File: config.mk
export PLATFORM = sky130hd
export DESIGN_NAME = llc_top
export DESIGN_NICKNAME = d
export VERILOG_FILES = /design/src/hdl/llc_pkg.sv /design/src/hdl/llc_pin_sync.sv /design/src/hdl/llc_lock_detect.sv /design/src/hdl/llc_top.sv
export SDC_FILE = /design/constraint.sdc
export NUM_CORES = 1
export LEC_CHECK = 0
export BUFFER_PORTS_ARGS = -buffer_cell sky130_fd_sc_hd__buf_2
export CAP_MARGIN = 20
export CELL_PAD_IN_SITES_DETAIL_PLACEMENT = 0
export CELL_PAD_IN_SITES_GLOBAL_PLACEMENT = 1
export CORE_MARGIN = 2
export CORE_UTILIZATION = 43
export DETAILED_ROUTE_END_ITERATION = 16
export PLACE_DENSITY_LB_ADDON = 0.1
export SYNTH_ARGS = -nofsm -noshare
export SYNTH_HDL_FRONTEND = slang
export SYNTH_SLANG_ARGS = --single-unit
File: constraint.sdc
create_clock -name MCLK -period 2.2 [get_ports MCLK]
set_input_delay 0.22 -clock MCLK [delete_from_list [all_inputs] [get_ports MCLK]]
set_output_delay 0.22 -clock MCLK [all_outputs]
set_load 0.01 [all_outputs]
File: src/hdl/llc_pkg.sv
/*
 * llc_pkg: register map, field layout, reset values and carrier types for
 * the line-lock detector and clamp gain register bank.
 * Assumes a single system clock and a host on the two-wire control bus.
 */
//
// Notes on behaviour
// lock is lost after 4 x loss-field consecutive lines above threshold
// lock is gained after 4 x acquire-field consecutive lines below threshold
// one threshold, limit field times 8 samples, serves gain and loss
// proportional gain divides by 64, 32, 16, 8 for codes 00..11
// integral gain code 000 divides by 64, code 111 by 5192
// derivative selector code 00 gives a factor of one
// host writes fixed patterns into the fully reserved tuning registers
// host keeps limit bits 5:4 at 01 and clamp bit 3 at 0
// host writes 0x0A to tuning d and all zeros to tuning e
// any line breaking the pending condition restarts the run counter
// lock indication changes only when a full run completes
package llc_pkg;

	localparam logic [7:0] OFS_TUNING_A  = 8'h1E;
	localparam logic [7:0] OFS_LOCK_RUNS = 8'h28;
	localparam logic [7:0] OFS_LIMIT     = 8'h29;
	localparam logic [7:0] OFS_CLAMP     = 8'h2A;
	localparam logic [7:0] OFS_TUNING_B  = 8'h2B;
	localparam logic [7:0] OFS_TUNING_C  = 8'h2C;
	localparam logic [7:0] OFS_TUNING_D  = 8'h2D;
	localparam logic [7:0] OFS_TUNING_E  = 8'h2E;
	localparam logic [7:0] OFS_STATUS    = 8'h40;

	localparam logic [7:0] RST_TUNING_A  = 8'h66;
	localparam logic [7:0] RST_LOCK_RUNS = 8'h82;
	localparam logic [7:0] RST_LIMIT     = 8'h55;
	localparam logic [7:0] RST_CLAMP     = 8'h82;
	localparam logic [7:0] RST_TUNING_B  = 8'h63;
	localparam logic [7:0] RST_TUNING_C  = 8'h82;
	localparam logic [7:0] RST_TUNING_D  = 8'h0A;
	localparam logic [7:0] RST_TUNING_E  = 8'h00;

	// field positions
	localparam int LOSS_RUN_LSB = 4;
	localparam int ACQ_RUN_LSB  = 0;
	localparam int LIMIT_LSB    = 0;
	localparam int P_SEL_LSB    = 6;
	localparam int D_SEL_LSB    = 4;
	localparam int I_SEL_LSB    = 0;

	// run and threshold scaling
	localparam int RUN_SHIFT   = 2;
	localparam int LIMIT_SHIFT = 3;

	// integral divisors
	localparam logic [12:0] I_DIV_MIN = 13'h0040;
	localparam logic [12:0] I_DIV_MAX = 13'h1448;

	// arbitrary bus address of this device
	localparam logic [6:0] DEV_ADDR_DEFAULT = 7'h2C;

	typedef struct packed {
		logic [3:0] loss_run;
		logic [3:0] acq_run;
		logic [3:0] limit;
	} llc_lock_cfg_t;

endpackage : llc_pkg

File: src/hdl/llc_pin_sync.sv
/*
 * llc_pin_sync: three-stage input synchroniser; the output follows the pin
 * once the second and third stages agree.
 * Assumes the pin is asynchronous to MCLK.
 */
`timescale 1ns/1ps
`default_nettype none
module llc_pin_sync
	import llc_pkg::*;
#(
	parameter logic RESET_LEVEL = 1'b1
) (
	input  wire logic clk,
	input  wire logic rst,
	input  wire logic pin,
	output var  logic level
);
	logic s1;
	logic s2;
	logic s3;

	always_ff @(posedge clk) begin
		if (rst) begin
			s1    <= RESET_LEVEL;
			s2    <= RESET_LEVEL;
			s3    <= RESET_LEVEL;
			level <= RESET_LEVEL;
		end else begin
			s1 <= pin;
			s2 <= s1;
			s3 <= s2;
			if (s2 == s3) begin
				level <= s3;
			end
		end
	end
endmodule : llc_pin_sync
`default_nettype wire

File: src/hdl/llc_lock_detect.sv
/*
 * llc_lock_detect: per-line phase error hysteresis lock detector.
 * Assumes line_done is a one-cycle pulse with phase_err valid alongside.
 */
`timescale 1ns/1ps
`default_nettype none
module llc_lock_detect
	import llc_pkg::*;
#(
	parameter int PHASE_W = 8
) (
	input  wire logic               clk,
	input  wire logic               rst,
	input  wire logic               line_done,
	input  wire logic [PHASE_W-1:0] phase_err,
	input  wire llc_lock_cfg_t      cfg,
	output var  logic               locked,
	output var  logic               gained,
	output var  logic               lost
);
	wire [7:0]  threshold  = {1'b0, cfg.limit, 3'h0};
	wire [5:0]  need_acq   = {cfg.acq_run, 2'h0};
	wire [5:0]  need_loss  = {cfg.loss_run, 2'h0};
	wire [8:0]  err_ext    = 9'(phase_err);
	wire        below      = err_ext < {1'b0, threshold};
	wire        above      = err_ext > {1'b0, threshold};
	wire        run_ok     = locked ? above : below;
	wire [5:0]  need       = locked ? need_loss : need_acq;
	logic [5:0] run;
	wire [6:0]  next_run   = {1'b0, run} + 7'h01;
	wire        run_done   = next_run >= {1'b0, need};

	always_ff @(posedge clk) begin
		if (rst) begin
			run    <= 6'h00;
			locked <= 1'b0;
			gained <= 1'b0;
			lost   <= 1'b0;
		end else begin
			gained <= 1'b0;
			lost   <= 1'b0;
			if (line_done) begin
				if (!run_ok) begin
					run <= 6'h00;
				end else if (run_done) begin
					run    <= 6'h00;
					locked <= !locked;
					gained <= !locked;
					lost   <= locked;
				end else begin
					run <= next_run[5:0];
				end
			end
		end
	end
endmodule : llc_lock_detect
`default_nettype wire

File: src/hdl/llc_top.sv
/*
 * llc_top: two-wire bus slave, register bank, line-lock detector and clamp
 * gain decode.
 * Assumes open-drain SCL/SDA resolved outside, and line_done/phase_err
 * produced on MCLK by the line-locked loop.
 */
`timescale 1ns/1ps
`default_nettype none
module llc_top
	import llc_pkg::*;
#(
	parameter int         PHASE_W  = 8,
	parameter logic [6:0] DEV_ADDR = DEV_ADDR_DEFAULT
) (
	input  wire logic               MCLK,
	input  wire logic               RST,
	input  wire logic               SCL_IN,
	input  wire logic               SDA_IN,
	output var  logic               SDA_OUT,
	output var  logic               SDA_OE,
	input  wire logic               LINE_DONE,
	input  wire logic [PHASE_W-1:0] PHASE_ERR,
	output var  logic               LINE_LOCKED,
	output var  logic               LOCK_GAINED,
	output var  logic               LOCK_LOST,
	output var  logic [2:0]         CLAMP_P_SHIFT,
	output var  logic [12:0]        CLAMP_I_DIVISOR,
	output var  logic [2:0]         CLAMP_D_FACTOR
);
	typedef enum logic [8:0] {
		ST_IDLE     = 9'h001,
		ST_ADDR     = 9'h002,
		ST_ADDR_ACK = 9'h004,
		ST_SUB      = 9'h008,
		ST_SUB_ACK  = 9'h010,
		ST_WDATA    = 9'h020,
		ST_WACK     = 9'h040,
		ST_RDATA    = 9'h080,
		ST_RACK     = 9'h100
	} llc_bus_state_t;

	// register bank
	logic [7:0] tuning_a;
	logic [7:0] lock_runs;
	logic [7:0] limit_reg;
	logic [7:0] clamp_reg;
	logic [7:0] tuning_b;
	logic [7:0] tuning_c;
	logic [7:0] tuning_d;
	logic [7:0] tuning_e;

	// bus slave state
	llc_bus_state_t state;
	logic [3:0]     bit_cnt;
	logic [7:0]     shift;
	logic [7:0]     tx;
	logic [7:0]     ptr;
	logic           rd_mode;
	logic           nack;
	logic           scl_prev;
	logic           sda_prev;
	logic           scl_s;
	logic           sda_s;

	llc_pin_sync #(.RESET_LEVEL(1'b1)) u_scl_sync (
		.clk   (MCLK),
		.rst   (RST),
		.pin   (SCL_IN),
		.level (scl_s)
	);

	llc_pin_sync #(.RESET_LEVEL(1'b1)) u_sda_sync (
		.clk   (MCLK),
		.rst   (RST),
		.pin   (SDA_IN),
		.level (sda_s)
	);

	llc_lock_cfg_t lock_cfg;
	assign lock_cfg.loss_run = lock_runs[LOSS_RUN_LSB +: 4];
	assign lock_cfg.acq_run  = lock_runs[ACQ_RUN_LSB +: 4];
	assign lock_cfg.limit    = limit_reg[LIMIT_LSB +: 4];

	llc_lock_detect #(.PHASE_W(PHASE_W)) u_lock (
		.clk       (MCLK),
		.rst       (RST),
		.line_done (LINE_DONE),
		.phase_err (PHASE_ERR),
		.cfg       (lock_cfg),
		.locked    (LINE_LOCKED),
		.gained    (LOCK_GAINED),
		.lost      (LOCK_LOST)
	);

	// bus events
	wire scl_rise  = scl_s && !scl_prev;
	wire scl_fall  = !scl_s && scl_prev;
	wire start_cnd = scl_s && scl_prev && sda_prev && !sda_s;
	wire stop_cnd  = scl_s && scl_prev && !sda_prev && sda_s;
	wire byte_done = bit_cnt == 4'h8;
	wire addr_hit  = shift[7:1] == DEV_ADDR;
	wire [7:0] ptr_inc = ptr + 8'h01;

	// one write strobe per received data byte
	wire wr_en   = (state == ST_WDATA) && scl_fall && byte_done;
	wire load_tx = scl_fall && (((state == ST_ADDR_ACK) && rd_mode) ||
		((state == ST_RACK) && !nack));

	function automatic logic [7:0] reg_read(input logic [7:0] a);
		case (a)
			OFS_TUNING_A:  reg_read = tuning_a;
			OFS_LOCK_RUNS: reg_read = lock_runs;
			OFS_LIMIT:     reg_read = limit_reg;
			OFS_CLAMP:     reg_read = clamp_reg;
			OFS_TUNING_B:  reg_read = tuning_b;
			OFS_TUNING_C:  reg_read = tuning_c;
			OFS_TUNING_D:  reg_read = tuning_d;
			OFS_TUNING_E:  reg_read = tuning_e;
			OFS_STATUS:    reg_read = {7'h00, LINE_LOCKED};
			default:       reg_read = 8'h00;
		endcase
	endfunction : reg_read

	wire [7:0] rd_data = reg_read(ptr);

	// pointer: loaded from the subaddress, stepped once per byte moved
	// wraps from FF to 00; unmapped offsets read as zero
	wire sub_load = scl_fall && (state == ST_SUB) && byte_done;
	wire ptr_step = load_tx || wr_en;

	always_ff @(posedge MCLK) begin
		if (RST) begin
			ptr <= 8'h00;
		end else if (sub_load) begin
			ptr <= shift;
		end else if (ptr_step) begin
			ptr <= ptr_inc;
		end
	end

	// read byte, latched as its first bit goes out
	always_ff @(posedge MCLK) begin
		if (RST) begin
			tx <= 8'h00;
		end else if (load_tx) begin
			tx <= rd_data;
		end
	end

	// bus slave sequencing
	always_ff @(posedge MCLK) begin
		if (RST) begin
			state    <= ST_IDLE;
			bit_cnt  <= 4'h0;
			shift    <= 8'h00;
			rd_mode  <= 1'b0;
			nack     <= 1'b0;
			scl_prev <= 1'b1;
			sda_prev <= 1'b1;
			SDA_OE   <= 1'b0;
			SDA_OUT  <= 1'b0;
		end else begin
			scl_prev <= scl_s;
			sda_prev <= sda_s;
			SDA_OUT  <= 1'b0;
			if (start_cnd) begin
				state   <= ST_ADDR;
				bit_cnt <= 4'h0;
				SDA_OE  <= 1'b0;
			end else if (stop_cnd) begin
				state  <= ST_IDLE;
				SDA_OE <= 1'b0;
			end else if (scl_rise) begin
				case (state)
					ST_ADDR, ST_SUB, ST_WDATA: begin
						shift   <= {shift[6:0], sda_s};
						bit_cnt <= bit_cnt + 4'h1;
					end
					ST_RDATA: begin
						bit_cnt <= bit_cnt + 4'h1;
					end
					ST_RACK: begin
						nack <= sda_s;
					end
					default: begin
					end
				endcase
			end else if (scl_fall) begin
				case (state)
					ST_ADDR: begin
						if (byte_done) begin
							if (addr_hit) begin
								state   <= ST_ADDR_ACK;
								rd_mode <= shift[0];
								SDA_OE  <= 1'b1;
							end else begin
								state <= ST_IDLE;
							end
						end
					end
					ST_ADDR_ACK: begin
						bit_cnt <= 4'h0;
						if (rd_mode) begin
							state  <= ST_RDATA;
							SDA_OE <= !rd_data[7];
						end else begin
							state  <= ST_SUB;
							SDA_OE <= 1'b0;
						end
					end
					ST_SUB: begin
						if (byte_done) begin
							state  <= ST_SUB_ACK;
							SDA_OE <= 1'b1;
						end
					end
					ST_SUB_ACK, ST_WACK: begin
						state   <= ST_WDATA;
						bit_cnt <= 4'h0;
						SDA_OE  <= 1'b0;
					end
					ST_WDATA: begin
						if (byte_done) begin
							state  <= ST_WACK;
							SDA_OE <= 1'b1;
						end
					end
					ST_RDATA: begin
						if (byte_done) begin
							state  <= ST_RACK;
							SDA_OE <= 1'b0;
						end else begin
							SDA_OE <= !tx[3'(7 - bit_cnt)];
						end
					end
					ST_RACK: begin
						if (nack) begin
							state  <= ST_IDLE;
							SDA_OE <= 1'b0;
						end else begin
							state   <= ST_RDATA;
							bit_cnt <= 4'h0;
							SDA_OE  <= !rd_data[7];
						end
					end
					default: begin
						state <= ST_IDLE;
					end
				endcase
			end
		end
	end

	// register writes; host supplies the reserved patterns
	always_ff @(posedge MCLK) begin
		if (RST) begin
			tuning_a  <= RST_TUNING_A;
			lock_runs <= RST_LOCK_RUNS;
			limit_reg <= RST_LIMIT;
			clamp_reg <= RST_CLAMP;
			tuning_b  <= RST_TUNING_B;
			tuning_c  <= RST_TUNING_C;
			tuning_d  <= RST_TUNING_D;
			tuning_e  <= RST_TUNING_E;
		end else if (wr_en) begin
			case (ptr)
				OFS_TUNING_A:  tuning_a  <= shift;
				OFS_LOCK_RUNS: lock_runs <= shift;
				OFS_LIMIT:     limit_reg <= shift;
				OFS_CLAMP:     clamp_reg <= shift;
				OFS_TUNING_B:  tuning_b  <= shift;
				OFS_TUNING_C:  tuning_c  <= shift;
				OFS_TUNING_D:  tuning_d  <= shift;
				OFS_TUNING_E:  tuning_e  <= shift;
				default: begin
				end
			endcase
		end
	end

	// clamp regulator gain decode
	wire [1:0] p_sel = clamp_reg[P_SEL_LSB +: 2];
	wire [1:0] d_sel = clamp_reg[D_SEL_LSB +: 2];
	wire [2:0] i_sel = clamp_reg[I_SEL_LSB +: 3];

	wire [2:0]  next_p_shift = 3'h6 - {1'b0, p_sel};
	wire [2:0]  next_d_fact  = {1'b0, d_sel} + 3'h1;
	wire [12:0] next_i_div   = (i_sel == 3'h7) ? I_DIV_MAX :
		13'(I_DIV_MIN << i_sel);

	always_ff @(posedge MCLK) begin
		if (RST) begin
			CLAMP_P_SHIFT   <= 3'h6;
			CLAMP_D_FACTOR  <= 3'h1;
			CLAMP_I_DIVISOR <= I_DIV_MIN;
		end else begin
			CLAMP_P_SHIFT   <= next_p_shift;
			CLAMP_D_FACTOR  <= next_d_fact;
			CLAMP_I_DIVISOR <= next_i_div;
		end
	end
endmodule : llc_top
`default_nettype wire

; After elaboration in Yosys (flattened, before gate mapping)
; Index checks and enable logic that the tools add are counted.
[op_classes]
n_lt_le_gt_ge = 4
bitwise = 6
n_shift = 1
n_mux = 34
n_eq_ne = 35
reduce_logical = 54
add_sub_neg = 6
[ops]
columns = op, count
row1 = case mux 8 bit (9 select lines), 1
row2 = case mux 9 bit (7 select lines), 1
row3 = "== test 8 x 6 -> 1 bit, second input constant", 7
row4 = two-way mux 9 bit, 4
row5 = two-way mux 8 bit, 4
row6 = two-way mux 6 bit, 3
row7 = AND reduction 6 bit, 3
row8 = two-way mux 4 bit, 4
row9 = "inequality test 4 bit, second input constant", 4
row10 = AND reduction 2 bit, 8
row11 = logical AND 1 bit, 14
row12 = two-way mux 13 bit, 1
row13 = "left shift 7 x 3 -> 13 bit, first input constant", 1
row14 = "inequality test 2 bit, second input constant", 6
row15 = "== test 9 x 2 -> 1 bit, second input constant", 1
row16 = "== test 9 x 3 -> 1 bit, second input constant", 1
row17 = "== test 9 x 4 -> 1 bit, second input constant", 1
row18 = "== test 9 x 5 -> 1 bit, second input constant", 1
row19 = "== test 9 x 6 -> 1 bit, second input constant", 1
row20 = "== test 9 x 7 -> 1 bit, second input constant", 1
row21 = "== test 9 x 8 -> 1 bit, second input constant", 1
row22 = "== test 9 bit, second input constant", 1
row23 = OR reduction 3 bit, 3
row24 = "adder 8 x 1 -> 8 bit, second input constant", 1
row25 = other kinds (36), 67
[word_totals]
word_cells = 175
inputBits = 13
regBits = 142

; Longest topological paths before layout
[depth]
depth_word = 8
ltp_mapped = 10
mapped_depth_nobuf = 9

; Modules after synthesis
; From an unflattened synthesis, not the netlist that was laid out.
[unflattened]
hier_cells = 773
area_unflattened_um2 = 6610.1
[modules_own_cells]
columns = mod, instances, area_each_um2, cells_each, seq_area_each_um2
row1 = llc_top, 1, 5665.4, 680, 2402.3
row2 = llc_lock_detect, 1, 714.4, 73, 180.2
row3 = llc_pin_sync, 2, 115.1, 10, 80.1

; Worst setup path before layout
; No wires, ideal clock.
[synth_path]
path_type = reg-to-reg
start = register u_lock.locked
end = register u_lock.locked
synth_period_minus_slack_ns = 2.380
setup_time_ns = 0.121
path_slack_ns = -0.180
arrival_ns = 2.260
stages_incl_launch_ff = 9
path_cell_list = dfxtp_1 clkbuf_1 mux2_2 ha_1 a21bo_2 a21oi_1 o211ai_1 nand2b_1 mux2_2
[synth_between]
elab_chain_len = 3
elab_cells_between_ends = 5
cone_classes = 1 x order compare / 2 x mux / 2 x reduce/logical
[synth_rtl]
columns = item, line_no
row1 = start: declaration, llc_lock_detect.sv:17  ; output var logic locked,
row2 = start signal: assignment, llc_lock_detect.sv:47  ; locked <= !locked;
row3 = two-way mux 6 bit, llc_lock_detect.sv:28  ; wire [5:0] need = locked ? need_loss : need_acq;
row4 = greater-or-equal comparator 7 x 6 -> 1 bit, llc_lock_detect.sv:31  ; wire run_done = next_run >= {1'b0, need};
row5 = AND reduction 3 bit (no line), n/a
; Several ways; a longest one is shown, not always the timed one.
; A chain may end at the register's enable or synchronous reset.

; Final worst setup path
[layout_path]
start = register u_lock.run[1]
end = register u_lock.run[0]
[layout_between]
elab_chain_len = 4
[layout_rtl]
columns = item, line_no
row1 = start: declaration, llc_lock_detect.sv:29  ; logic [5:0] run;
row2 = start signal: assignment, llc_lock_detect.sv:51  ; run <= next_run[5:0];
row3 = adder 6 x 1 -> 7 bit, llc_lock_detect.sv:30  ; wire [6:0] next_run = {1'b0, run} + 7'h01;
row4 = greater-or-equal comparator 7 x 6 -> 1 bit, llc_lock_detect.sv:31
row5 = two-way mux 6 bit, llc_lock_detect.sv:45  ; end else if (run_done) begin
row6 = two-way mux 6 bit, llc_lock_detect.sv:43  ; if (!run_ok) begin
; No other way between the ends.

==> impl_metrics.toml <==
[outcome]
status = "finished clean"

[route]
firstDrtPassIters = 7
drt_iter0_drc = 397
via_per_inst = 5.483
drtAntennaViolNets = 0
vias = 5686
route.detailed.drc = 0
wire_per_inst_um = 18.26
routed_wl_um = 18930

[hold_path]
whs_path_depth = 2
hp-class = "in -> reg"

[global_route]
grt_pass1_wl_um = 29470
antenna_found_initial = 0
grt_start_max_net_pins = 83
grt_usage_pct = 22.78
grt.overflow.total = 0
grt_pass1_vias = 5451

[synthesis]
syn-cell-area_mm2 = 0.006883
synth-seq-cells = 137
synth-main-ff-cell = "dfxtp_1"
synth_area_leader_cell = "dfxtp_1"
synth_area_leaders = "dfxtp_1, mux2i_1, nor2_1"
synth_most_common_cell = "dfxtp_1"
synth_cell_types = 74
netlist.area_leader.share_pct = 39.85
synth_warnings = 0
synth_edf_count = 0
async_flop_share_pct = 0
synth_seq_area_share_pct = 39.85
syn_area_per_cell_um2 = 9.264
synthCells = 743
synthTopCellsByCount = "dfxtp_1, nor2_1, mux2i_1, nand2_1, clkbuf_1"

[clock_tree]
cts_tree = "done"
clk_latency_ps = 420
cts.sinks = 137
cts_buffer_depth = 2
htreeDepth = 4
clk_pin_slew_ps = 60
cts_made_buffers = 17
ctsRootBufferMaster = "clkbuf_16"

[cells_and_area]
largest-register = "state"
final_cells = 1037
fin_util_pct = 54.20
n_fill_cell = 1504
synthToLayoutAreaGrowth_pct = 24.18
antenna_cells = 0
design_area_mm2 = 0.008547
drive_above_1_share_pct = 24.00
num-nets-final = 844
largest_reg_flops = 9

[placement]
placed_cell_area_mm2 = 0.007604
port_buffers = 30
place_inst = 998
routabilityCongestion = 0.8722
hpwl_um = 13320

[power_and_ir_drop]
combPwrFrac_pct = 1.9
internal_power_mw = 4.556
vdd_drop_max_uv = 587.1
power_frac_clock_pct = 54.6
power.share.switching_pct = 20.47
p_leak_nw = 3.335
switchingPower_mw = 1.173
powerDensity_mw_per_mm2 = 670.3
pwr-share-seq_pct = 43.5

[run]
maxCapViolCount = 0

[floorplanning]
die_w_um = 130.5
rows = 46
start_util_pct = 43.64
ios = 37
die_area_mm2 = 0.01703
die_y_um = 130.5
core-area_mm2 = 0.01577

[timing]
maxSlewHeadroom_pct = 53.83
post-route-period-util_pct = 97.60
worst_clock_skew_ps = 6.541
whs_ps = 100.6
timing.fmax_ghz = 0.4657
setup_viol = 0
hold_viol_final = 0
tightest_slew_ps = 691.5
fin_tns_setup_ps = 0
period_needed_ps = 2147
rsz0062_at_grt = "yes"
slew_viol_final = 0

[critical_path]
required_ps = 2540
cp.arrival_ps = 2490
cp-end-kind = "register"
r2r_cells = 10
path_max_fanout = 3
startpoint_type = "register"
criticalPathCategory = "reg -> reg"
power by group through the flow:
stage	Combinational (mW)	Clock (mW)	Sequential, mW
global placement	0.0991	0	2.55
finish	0.110	3.13	2.49
detailed placement	0.101	0	2.55
CTS	0.108	3.17	2.49
global route	0.122	3.28	2.49
floorplan	0.0666	0	2.55
what timing repair did:
action                                  CTS  global route
hold buffers                              2             0
pin swaps                                 6            19
endpoints found under the hold margin     2             0
endpoints found under the setup margin    8            77
resized for setup                        11            36
setup buffers                             2             4
logic make-up after synthesis:
kind of cell / Yosys count / share of synthesized area, %
DFF: 137 / 39.85
AOI/OAI and AO/OA: 134 / 14.98
xor gates and xnor gates: 16 / 2.036
buffers and inverters: 81 / 5.181
other: 1 / 0.05448
and+or+nand+nor: 266 / 21.00
muxes: 86 / 12.91
adders and majority gates: 22 / 3.999
path summary, 6_finish.rpt:
check | slack, ps | end | startpoint
min | 100 | state[1]$_SDFFE_PP0P_ | RST
max | 50 | u_lock.run[0]$_SDFFE_PP0P_ | u_lock.run[1]$_SDFFE_PP0P_
max reg2reg | 50 | u_lock.run[0]$_SDFFE_PP0P_ | u_lock.run[1]$_SDFFE_PP0P_
min reg2reg | 410 | u_scl_sync.s2$_SDFF_PP1_ | u_scl_sync.s1$_SDFF_PP1_
area by class of cell:
cell class                 instances  area (µm²)  share of cell area [%]
clock buffer                      19       442.9                   5.182
tap                              216       270.3                   3.162
sequential                       137        2755                   32.24
multi-input combinational        530        4020                   47.04
inverter                          20       75.07                  0.8783
clock inverter                    12       197.7                   2.313
timing repair buffer             103       785.8                   9.193
cell usage in the layout (no fill, tap or decap), types with 4 or more instances in the layout:
cell,n
dfxtp_1,131
nor2_1,83
mux2i_1,79
buf_4,63
nand2_1,60
buf_2,30
o21ai_0,24
inv_1,20
a21oi_1,18
ha_1,17
clkbuf_16,17
a211oi_1,16
nand3_1,14
xnor2_1,11
nor3_1,11
nand4_1,11
nor2b_1,11
a22oi_1,10
a22o_1,8
o22ai_1,7
and3_1,7
o211ai_1,7
or2_2,7
nand3_4,6
or3_1,6
conb_1,6
buf_12,6
nor4b_1,5
nor4_1,5
bufinv_16,5
nand2b_1,4
nor3_4,4
a31oi_1,4
and2_1,4
a2111oi_4,4
a222oi_1,4
a221oi_2,4
dfxtp_2,4
stage by stage:
step | power (mW) | setup WS (ps)
2_1_floorplan | 2.616 | -26.55
3_3_place_gp | 2.647 | -150.0
3_5_place_dp | 2.649 | -196.6
5_1_grt | 5.892 | -41.37
4_1_cts | 5.776 | 14.82
6_report | 5.729 | 52.85
per-layer routing:
metal | routed length, µm | GRT usage [%]
met1 | 8565 | 28.94
met2 | 9176 | 37.96
met3 | 631 | 4.438
met4 | 561 | 9.574
met5 | 0 | 0
worst max-delay path: stages (launching register included):
cell and delay [ps]:
dfxtp_2 330, ha_4 160, nand2b_4 130, and2_4 140
ha_4 200, a21bo_2 190, a21oi_2 130, o211ai_1 150
buf_4 190, or3_1 300, o21ai_0 140
Power figures use the tool's default switching activity.
